--- src/common/pmbp_defines.svh ---
/*
 Timing counts, field positions and reset values for the parallel master bus port.
 Assumes inclusion by bare name from design files; definitions only.
*/
`ifndef PMBP_DEFINES_SVH
`define PMBP_DEFINES_SVH
`define PMBP_CLK_PERIOD_NS 10
`define PMBP_READ_CYCLES 2
`define PMBP_WRITE_CYCLES 3
`define PMBP_MUX_EXTRA_CYCLES 6
`define PMBP_MODE_BUSY_BIT 15
`define PMBP_MODE_EVENT_REQUEST_MODE_HI 14
`define PMBP_MODE_EVENT_REQUEST_MODE_LO 13
`define PMBP_MODE_WIDE_BIT 10
`define PMBP_MODE_STROBE_HI 9
`define PMBP_MODE_STROBE_LO 8
`define PMBP_EVENT_REQUEST_MODE_EVERY_STROBE 2'h1
`define PMBP_STROBE_MODE_TWO 2'h2
`define PMBP_STROBE_MODE_ONE 2'h3
`define PMBP_CSF_NONE 2'h0
`define PMBP_CSF_HIGH_ONLY 2'h2
`define PMBP_CSF_BOTH 2'h3
`define PMBP_DATA_RESET 16'h0000
`define PMBP_FIFO_DEPTH 16
`endif

--- src/common/pmbp_pkg.sv ---
/*
 Types shared by the parallel master bus port design files.
 Assumes nothing beyond a SystemVerilog compiler.
*/
package pmbp_pkg;
	typedef enum logic [1:0] {
		PMBP_IDLE = 2'b00,
		PMBP_RUN = 2'b01
	} pmbp_state_type;
	typedef enum logic [1:0] {
		PMBP_XFER_READ = 2'b00,
		PMBP_XFER_WRITE = 2'b01
	} pmbp_xfer_type;
endpackage

--- src/verilog/pmbp_fifo.sv ---
/*
 Synchronous FIFO with valid/ready on both sides, storage in flip-flops.
 Assumes a single clock and a synchronous active-high reset.
*/
`timescale 1ns/1ns
module pmbp_fifo #(
	parameter int WIDTH = 16,
	parameter int DEPTH = 16
) (
	input wire logic ref_clk,
	input wire logic rst,
	input wire logic in_valid,
	output logic in_ready,
	input wire logic [WIDTH-1:0] in_data,
	output logic out_valid,
	input wire logic out_ready,
	output logic [WIDTH-1:0] out_data
);
	localparam int AW = $clog2(DEPTH);
	logic [WIDTH-1:0] mem [DEPTH];
	logic [AW-1:0] wr_ptr;
	logic [AW-1:0] rd_ptr;
	logic [AW:0] count;
	wire push = in_valid && in_ready;
	wire pop = out_valid && out_ready;

	// full and empty straight from the occupancy count
	assign in_ready = (count != (AW+1)'(DEPTH));
	assign out_valid = (count != '0);
	assign out_data = mem[rd_ptr];

	// pointers wrap naturally because depth is a power of two
	always_ff @(posedge ref_clk) begin
		if (rst) begin
			wr_ptr <= '0;
			rd_ptr <= '0;
			count <= '0;
		end else begin
			if (push) begin
				mem[wr_ptr] <= in_data;
				wr_ptr <= wr_ptr + 1'b1;
			end
			if (pop)
				rd_ptr <= rd_ptr + 1'b1;
			count <= count + (AW+1)'(push) - (AW+1)'(pop);
		end
	end
endmodule

--- src/verilog/pmbp_master.sv ---
/*
 Master-mode transaction engine of the parallel master bus port: software
 reads/writes of the bus data register launch external cycles; read data is
 buffered through a 16-word FIFO before landing in the data register.
 Assumes the software access strobes are single-cycle pulses on ref_clk and
 that the data pin inputs come from outside, so they are synchronised here.
*/
// Operation
// - data read returns latch, launches read cycle
// - read pulses read strobe or rw+enable
// - captured data returned by next read
// - wide mode captures sixteen pins, else eight
// - write asserts selects, then drives data, strobes
// - write drives sixteen or low eight bits
// - event flag set on every strobe
// - interrupt only when request mode 01, enabled
// - busy readable at mode bit fifteen
// - busy high except the final cycle
// - access ignored as trigger while busy
// - selects: both, high only, never low only
// - select asserts only when address bit set
// - both selects may assert together
// - auto-increment leaves select bits alone
// - fully multiplexed bus zeroes only the enabled select bits
// - mode 10 strobe two, 11 strobe one
// - demux read two cycles, write three
`timescale 1ns/1ns
`include "pmbp_defines.svh"
module pmbp_master (
	input wire logic ref_clk,
	input wire logic rst,
	input wire logic data_read_pulse,
	input wire logic data_write_pulse,
	input wire logic [15:0] data_write_value,
	output logic [15:0] bus_data_register,
	input wire logic [15:0] bus_address_register,
	input wire logic [1:0] strobe_mode,
	input wire logic wide_data_select,
	input wire logic [1:0] event_request_mode,
	input wire logic port_event_enable,
	input wire logic [1:0] chip_select_enable,
	input wire logic [1:0] address_mux_select,
	input wire logic auto_increment,
	input wire logic event_flag_clear,
	output logic [15:0] port_mode_register,
	output logic busy,
	output logic port_event_flag,
	output logic event_request,
	output logic [15:0] next_address,
	output logic address_update,
	output logic chip_select_high,
	output logic chip_select_low,
	output logic [13:0] parallel_address_pins,
	output logic [15:0] parallel_data_out,
	output logic [15:0] parallel_data_oe,
	input wire logic [15:0] parallel_data_in,
	output logic read_strobe,
	output logic write_strobe_line,
	output logic read_write_line,
	output logic enable_strobe,
	output logic fifo_in_ready
);
	import pmbp_pkg::*;

	pmbp_state_type state;
	pmbp_xfer_type xfer;
	logic [3:0] cycle;
	logic [3:0] last_cycle;
	logic [15:0] addr_hold;
	logic [15:0] wdata_hold;
	logic [15:0] din_meta;
	logic [15:0] din_sync;
	logic strobe_now;
	logic fifo_out_valid;
	logic [15:0] fifo_out_data;
	logic rd_done_d1;
	logic rd_done_d2;

	// cycle count of a transaction for given mux setting
	function automatic logic [3:0] xfer_len(input logic is_write, input logic [1:0] mux);
		logic [3:0] base;
		base = is_write ? 4'(`PMBP_WRITE_CYCLES) : 4'(`PMBP_READ_CYCLES);
		case (mux)
			2'h0: xfer_len = base;
			2'h2: xfer_len = base + 4'(`PMBP_MUX_EXTRA_CYCLES);
			default: xfer_len = base + 4'h3;
		endcase
	endfunction

	// master modes only; low-only select config collapses to none
	wire master_mode = (strobe_mode == `PMBP_STROBE_MODE_TWO) ||
		(strobe_mode == `PMBP_STROBE_MODE_ONE);
	wire cs_high_en = chip_select_enable[1];
	wire cs_low_en = (chip_select_enable == `PMBP_CSF_BOTH);
	wire fully_mux = address_mux_select[1];
	wire start_ok = master_mode && (state == PMBP_IDLE) && !busy;
	wire start_read = start_ok && data_read_pulse;
	wire start_write = start_ok && data_write_pulse && !data_read_pulse;
	wire final_cycle = (state == PMBP_RUN) && (cycle == last_cycle);
	wire [15:0] mux_addr = {addr_hold[15] & ~cs_high_en, addr_hold[14] & ~cs_low_en,
		addr_hold[13:0]};
	wire [15:0] captured = wide_data_select ? din_sync : {8'h00, din_sync[7:0]};

	// busy readable together with the mode fields
	assign port_mode_register = {busy, event_request_mode, 2'h0, wide_data_select,
		strobe_mode, 8'h00};
	assign event_request = port_event_flag && port_event_enable &&
		(event_request_mode == `PMBP_EVENT_REQUEST_MODE_EVERY_STROBE);

	// sequencer: idle, then a run of last_cycle+1 clocks
	always_ff @(posedge ref_clk) begin
		if (rst) begin
			state <= PMBP_IDLE;
			xfer <= PMBP_XFER_READ;
			cycle <= 4'h0;
			last_cycle <= 4'h0;
			addr_hold <= 16'h0000;
			wdata_hold <= 16'h0000;
		end else if (start_read || start_write) begin
			state <= PMBP_RUN;
			xfer <= start_write ? PMBP_XFER_WRITE : PMBP_XFER_READ;
			cycle <= 4'h0;
			last_cycle <= xfer_len(start_write, address_mux_select) - 4'h1;
			addr_hold <= bus_address_register;
			wdata_hold <= data_write_value;
		end else if (final_cycle) begin
			state <= PMBP_IDLE;
		end else if (state == PMBP_RUN) begin
			cycle <= cycle + 4'h1;
		end
	end

	// busy high for every cycle but the last
	assign busy = (state == PMBP_RUN) && !final_cycle;

	// strobe sits in the last cycle; write drives data from cycle 1 on, at least one cycle before it
	assign strobe_now = (state == PMBP_RUN) && (cycle == last_cycle);

	// pin outputs registered so they stay glitch free
	always_ff @(posedge ref_clk) begin
		if (rst) begin
			chip_select_high <= 1'b0;
			chip_select_low <= 1'b0;
			parallel_address_pins <= 14'h0000;
			parallel_data_out <= 16'h0000;
			parallel_data_oe <= 16'h0000;
			read_strobe <= 1'b0;
			write_strobe_line <= 1'b0;
			read_write_line <= 1'b0;
			enable_strobe <= 1'b0;
		end else begin
			chip_select_high <= (state == PMBP_RUN) && cs_high_en && addr_hold[15];
			chip_select_low <= (state == PMBP_RUN) && cs_low_en && addr_hold[14];
			parallel_address_pins <= addr_hold[13:0];
			if (state == PMBP_RUN && xfer == PMBP_XFER_WRITE && cycle != 4'h0) begin
				parallel_data_out <= wide_data_select ? wdata_hold
					: {8'h00, wdata_hold[7:0]};
				parallel_data_oe <= wide_data_select ? 16'hFFFF : 16'h00FF;
			end else if (state == PMBP_RUN && fully_mux && cycle == 4'h0) begin
				parallel_data_out <= mux_addr;
				parallel_data_oe <= 16'hFFFF;
			end else begin
				parallel_data_out <= 16'h0000;
				parallel_data_oe <= 16'h0000;
			end
			read_strobe <= strobe_now && xfer == PMBP_XFER_READ &&
				strobe_mode == `PMBP_STROBE_MODE_TWO;
			write_strobe_line <= strobe_now && xfer == PMBP_XFER_WRITE &&
				strobe_mode == `PMBP_STROBE_MODE_TWO;
			read_write_line <= (state == PMBP_RUN) && xfer == PMBP_XFER_WRITE &&
				strobe_mode == `PMBP_STROBE_MODE_ONE;
			enable_strobe <= strobe_now && strobe_mode == `PMBP_STROBE_MODE_ONE;
		end
	end

	// data pins come from outside: two flops before use
	always_ff @(posedge ref_clk) begin
		din_meta <= parallel_data_in;
		din_sync <= din_meta;
	end

	// push trails the final cycle by two, so din_sync holds what stood in that cycle
	always_ff @(posedge ref_clk) begin
		if (rst) begin
			rd_done_d1 <= 1'b0;
			rd_done_d2 <= 1'b0;
		end else begin
			rd_done_d1 <= final_cycle && xfer == PMBP_XFER_READ;
			rd_done_d2 <= rd_done_d1;
		end
	end

	// captured words queue here; data register drains one per cycle without a read pulse
	pmbp_fifo #(
		.WIDTH(16),
		.DEPTH(`PMBP_FIFO_DEPTH)
	) u_fifo (
		.ref_clk(ref_clk),
		.rst(rst),
		.in_valid(rd_done_d2),
		.in_ready(fifo_in_ready),
		.in_data(captured),
		.out_valid(fifo_out_valid),
		.out_ready(!data_read_pulse),
		.out_data(fifo_out_data)
	);

	// a write launch loads the latch; read data lands only after the read that launched it returned old data
	always_ff @(posedge ref_clk) begin
		if (rst)
			bus_data_register <= `PMBP_DATA_RESET;
		else if (start_write)
			bus_data_register <= data_write_value;
		else if (fifo_out_valid && !data_read_pulse)
			bus_data_register <= fifo_out_data;
	end

	// event flag: set wins over clear
	always_ff @(posedge ref_clk) begin
		if (rst)
			port_event_flag <= 1'b0;
		else if (strobe_now)
			port_event_flag <= 1'b1;
		else if (event_flag_clear)
			port_event_flag <= 1'b0;
	end

	// increment proposal keeps select bits untouched
	always_ff @(posedge ref_clk) begin
		if (rst) begin
			next_address <= 16'h0000;
			address_update <= 1'b0;
		end else begin
			address_update <= final_cycle && auto_increment;
			next_address <= {addr_hold[15:14], 14'(addr_hold[13:0] + 14'h1)};
		end
	end
endmodule

--- config.mk ---
export PLATFORM = sky130hd
export DESIGN_NAME = pmbp_master
export DESIGN_NICKNAME = d
export VERILOG_FILES = /design/src/common/pmbp_pkg.sv /design/src/verilog/pmbp_fifo.sv /design/src/verilog/pmbp_master.sv
export VERILOG_INCLUDE_DIRS = /design/src /design/src/common
export SDC_FILE = /design/constraint.sdc
export NUM_CORES = 1
export LEC_CHECK = 0
export BUFFER_PORTS_ARGS = -buffer_cell sky130_fd_sc_hd__buf_2
export CAP_MARGIN = 15
export CORE_MARGIN = 10
export CORE_UTILIZATION = 35
export CTS_CLUSTER_DIAMETER = 100
export DETAILED_ROUTE_END_ITERATION = 8
export MAX_ROUTING_LAYER = met4
export PLACE_DENSITY = 0.57
export SLEW_MARGIN = 10
export SYNTH_ARGS = -nofsm -noshare
export SYNTH_HDL_FRONTEND = slang
export SYNTH_SLANG_ARGS = --single-unit
--- constraint.sdc ---
create_clock -name ref_clk -period 3.15 [get_ports ref_clk]
set_input_delay 0.7875 -clock ref_clk [delete_from_list [all_inputs] [get_ports ref_clk]]
set_output_delay 0.7875 -clock ref_clk [all_outputs]
set_load 0.03 [all_outputs]
**Yosys cells after proc, flatten, opt, wreduce, memory -nomap -nowiden**

Memory sizes are Yosys's and may differ from the RTL's. A register that Yosys moved wholly into a read port is not among the register bits.
Index checks and enable logic that the tools add are counted.

- Register bits after elaboration: 176
- Bits in writable memories: 256
- Bits of input ports: 64
- Word-level logic and storage cells: 114
- Memories kept: 1

- $add $sub $neg: 9
- Equal/unequal tests: 8
- Mux-type cells: 23
- Bitwise logic cells: 5
- Reductions and logical operators: 42

Memory list:

| memory | depth | bits a word | rd ports | clocked after memory_dff | write ports | line | RTL |
|---|---|---|---|---|---|---|---|
| u_fifo.mem | 16 | 16 | 1 | 1 | 1 | pmbp_fifo.sv:20 | `logic [WIDTH-1:0] mem [DEPTH];` |

Operator list:

| kind | number |
|---|---|
| $mux W16 | 9 |
| $logic_and A1 B1 Y1 | 26 |
| $mux W4 | 4 |
| $add A14 B1 Y14 const B | 1 |
| $add A4 B1 Y4 const B | 3 |
| $mux W1 | 9 |
| $eq A2 B2 Y1 const B | 4 |
| $pmux W4 S2 | 1 |
| $logic_not A2 Y1 | 3 |
| $reduce_bool A2 Y1 | 3 |
| $add A5 B1 Y5 | 1 |
| $ne A5 B5 Y1 const B | 1 |
| $reduce_bool A5 Y1 | 1 |
| $sub A5 B1 Y5 | 1 |
| $add A2 B3 Y4 const B | 1 |
| $eq A2 B1 Y1 const B | 2 |
| $eq A4 B4 Y1 | 1 |
| $logic_not A4 Y1 | 1 |
| $reduce_bool A4 Y1 | 1 |
| $sub A4 B1 Y4 const B | 1 |
| $add A2 B2 Y3 const B | 1 |
| $logic_not A1 Y1 | 3 |
| $not A1 Y1 | 3 |
| $and A1 B1 Y1 | 2 |
| 3 further kinds | 4 |

**Logic depth before layout (Yosys ltp)**

- Depth after elaboration: 14
- Mapped depth: 13

**Cells and area by module**

From an unflattened synthesis, not the netlist that was laid out.

- Cell total of the unflattened synthesis: 1020
- Area total of the unflattened synthesis: 15718.8 µm²

Modules (own cells, without submodules):

| module | times used | cells an instance | area each (µm²) | sequential area each (µm²) |
|---|---|---|---|---|
| pmbp_fifo | 1 | 505 | 10595.2 | 8027.7 |
| pmbp_master | 1 | 515 | 5123.7 | 2962.8 |

**Least setup slack after synthesis**

No wires, ideal clock.

- Path kind: input to register
- From: in rst
- To: mem u_fifo.mem[3][0], enable pin
- Setup time: 0.409 ns
- Arrival: 2.580 ns
- Slack: 0.160 ns
- Cell stages on the path: 4
- Path through: clkbuf_1 -> nor3_1 -> nand2_1 -> nor3_1

- Cells in the longest elaborated chain, start to end: 2

RTL lines:

| element | line | RTL |
|---|---|---|
| from (decl) | pmbp_master.sv:31 | `input wire logic rst,` |
| $mux W1 | pmbp_fifo.sv:34 | `if (rst) begin` |
| $mux W1 (implied by the code) | pmbp_fifo.sv:40 | `mem[wr_ptr] <= in_data;` |
| to (decl) | pmbp_fifo.sv:20 |  |

Every way passes these cells.

**Worst setup path after layout**

- From: reg u_fifo.count[3]
- To: out fifo_in_ready

- Cells in the longest elaborated chain, start to end: 1

RTL lines:

| element | line | RTL |
|---|---|---|
| from (decl) | pmbp_fifo.sv:23 | `logic [AW:0] count;` |
| from (signal assigned) | pmbp_fifo.sv:45 | `count <= count + (AW+1)'(push) - (AW+1)'(pop);` |
| $ne A5 B5 Y1 | pmbp_fifo.sv:28 | `assign in_ready = (count != (AW+1)'(DEPTH));` |
| to (decl) | pmbp_master.sv:61 | `output logic fifo_in_ready` |

Every way passes these cells.

==> results.cfg <==
[clocking]
htree_levels = 2
post_cts_hold_buffer_count = 0
cts_root_buffer = sky130_fd_sc_hd__clkbuf_16
cts_max_path_bufs = 3
cts.sinks = 421
numCtsBuffers = 45
cts.repair.resized = 0
clk_pin_slew_worst_paths_ns = 0.06
postcts_setup_bufs = 0
clock_latency_ns = 0.57
cts_tree = done

[global_route]
overflow = 0
global_route_wire_length_before_repair_um = 55000
grt_antenna_before_repair = 0
grt_pass1_vias = 9082
maximum_number_of_pins_on_one_net_before_global_route_repair = 65
track_usage = 0.135

[pwr]
power.total_uw = 13400
pwr-share-clk = 0.387
leakagePower_uw = 0.00682
cell_internal_pwr_uw = 9980
peakVddDrop_mv = 0.345
swShare = 0.252
power_density_nw_per_um2 = 713
switching_power_uw = 3370
power.combinational.fraction = 0.149
seqPwrFrac = 0.464

[timing]
timing.clock.skew_ns = 0.0173
final.min_clock_period_ns = 2.80
hold-worst-slack_ns = 0.325
maxClockFrequency_mhz = 357
worst_pin_slew_ns = 1.09
final_max_slew_viol_count = 0
sum_of_negative_setup_slack_ns = 0
post_route_fraction_of_the_period_consumed_by_the_critical_path = 0.890
grt_setup_unrepaired = no
slew-limit-headroom = 0.270
finalHoldViolCount = 0
report.final.setup_viol = 0

[synthesis]
synth-edff-count = 256
mappedNetlistArea_um2 = 15800
synth.avg_cell_area_um2 = 15.2
synth_largest_area_cell = sky130_fd_sc_hd__edfxtp_1
synth_top_family_by_area = multiplexers
post_synthesis_share_of_cell_area_spent_on_full_adders_half_adders_and_majority_gates = 0.0131
synth.top_cells.by_area = sky130_fd_sc_hd__edfxtp_1, sky130_fd_sc_hd__dfxtp_1, sky130_fd_sc_hd__mux4_2
synth_async_sr_flop_share = 0
synth_sequential_area_ratio = 0.694
synth-seq-cells = 421
yosys.area.top_type_share = 0.485
dominantRegCellSynth = sky130_fd_sc_hd__edfxtp_1
synthCells = 1045
post_synth_num_cell_types = 55
synth-compound-area-share = 0.0499
synth_xor_xnor_area_share = 0.0144
synth-warning-count = 0
simple_logic_cell_fraction_of_the_synthesized_area = 0.0765
yosys-mux-area-fraction = 0.115

[detailed_routing]
drc = 0
dr_total_vias = 8868
drt-vias-per-instance = 4.84
routedWlPerCell_um = 19.6
detail_route.iter0.violations = 571
total_wire_length_after_detailed_routing_um = 35900
postRouteAntennaNets = 0
total_iterations_of_the_first_detailed_routing_run = 5

[layout]
nets = 1285
stdcell_count = 1833
filler_cell_count = 4068
final_core_util = 0.421
proportion_of_layout_cells_with_a_drive_suffix_above_1 = 0.276
areaGrowthSynthToFinish_pct = 18.2
layout_common_cells = sky130_fd_sc_hd__edfxtp_1, sky130_fd_sc_hd__dfxtp_1, sky130_fd_sc_hd__buf_2
insertedDiodeCount = 0
layout_commonest_cell = sky130_fd_sc_hd__edfxtp_1

[floorplan]
die_x_um = 233
rows = 77
design.portCount = 169
die_h_um = 233
initial_core_util = 0.356
design.core.area_um2 = 44500
die_area_um2 = 54200

[critical_path]
worst-setup-path-type = reg -> out
crit_path_top_delay_cell = sky130_fd_sc_hd__nor4bb_1
worst-endpoint-required_ns = 2.36
worst_setup_path_start_kind = flip-flop
critPathCaptureType = output port
crit_cells = 5
critical_path.max_stage_delay_ns = 0.48
worst_r2r_path_depth = 13
worst-path-buf-inv = 3
path_cells = inv_1 -> ha_1 -> nor4bb_1 -> inv_1 -> buf_2
timing.critical_path.mode_cell = sky130_fd_sc_hd__inv_1
crit_family = buffers and inverters
critical_path.max_fanout = 4
arrival_ns = 2.02

[min_path]
holdPathStages = 0
worst_hold_path_type = reg -> reg

[place]
placed_cells = 1750
placement.io_buffers = 158
gp_routability_congestion = 0.803
dp_hpwl_um = 23700

[outcome]
outcome = finished, final reports clean

[run]
max-cap-violations = 0
[state kept, by name, indices dropped and copies added, names as in the netlist, 2 cells and up, named ones only]
signal	flops
parallel_data_out	16
u_fifo.count	5
cycle	4
last_cycle	4
wdata_hold	16
next_address	16
u_fifo.wr_ptr	4
addr_hold	16
bus_data_register	16
parallel_data_oe	2
parallel_address_pins	14
u_fifo.mem	256
din_sync	16
u_fifo.rd_ptr	4
din_meta	16
[cell type report]
cell class | count | area [um2] | area share
sequential | 421 | 11000 | 0.587
multi-input combinational | 525 | 4360 | 0.233
clock buffer | 62 | 1270 | 0.0681
timing repair buffer | 193 | 1090 | 0.0584
tap | 592 | 741 | 0.0396
clock inverter | 21 | 183 | 0.00976
inverter | 19 | 71.3 | 0.00381
[Yosys cell counts (all sizes together) (2+ instances only)]
cell and instances:
nor4b 2, o211ai 16, nor3 15, dfxtp 165
a22o 8, xnor2 16, nor3b 5, clkbuf 36
nand4 5, a21boi 2, nand2b 2, nand3 11
a21oi 59, a32o 6, edfxtp 256, or3 2
and4 2, a21o 2, and2 8, nor2 66
and3 6, nand2 99, xor2 10, nor4 3
nor4bb 3, nor2b 22, mux4 64, inv 19
mux2 16, ha 15, a211oi 2, o21ai 4
buf 52, mux2i 17, a211o 16
[final timing paths]
check,start,to,slack [ns]
worst max-delay path,u_fifo.count[3],fifo_in_ready,0.35
worst min-delay path,din_meta[13],din_sync[13],0.32
worst max register to register,u_fifo.count[3],u_fifo.count[4],0.62
worst min register to register,din_meta[13],din_sync[13],0.32
[per-layer routing]
metal	wire length, um	global-route usage
met2	16800	0.211
met5	0	-
met1	16000	0.172
met3	2430	0.0321
met4	728	0.0396
[stage by stage]
| step | area [um2] | setup slack [ns] |
|---|---|---|
| CTS | 18700 | 0.286 |
| detailed placement | 17300 | 0.425 |
| global placement | 17300 | 0.472 |
| finish | 18700 | 0.346 |
| global route | 18700 | 0.154 |
| floorplan | 15900 | 0.160 |
[logic make-up after synthesis]
| group | after synthesis |
|---|---|
| AOI/OAI and AO/OA | 119 |
| xor gates and xnor gates | 26 |
| adders and majority gates | 16 |
| buffers and inverters | 108 |
| DFF | 421 |
| muxes | 97 |
| other | 1 |
| and+or+nand+nor | 257 |
[power by group through the flow]
stage	Sequential [uW]	Clock [uW]	Combinational, uW
finish	6190	5170	1990
global route	6210	5520	2170
global placement	6300	0	2010
CTS	6190	5300	2030
detailed placement	6310	0	2020
floorplan	6360	0	1430
No activity file was read; power rests on OpenSTA's default activity.
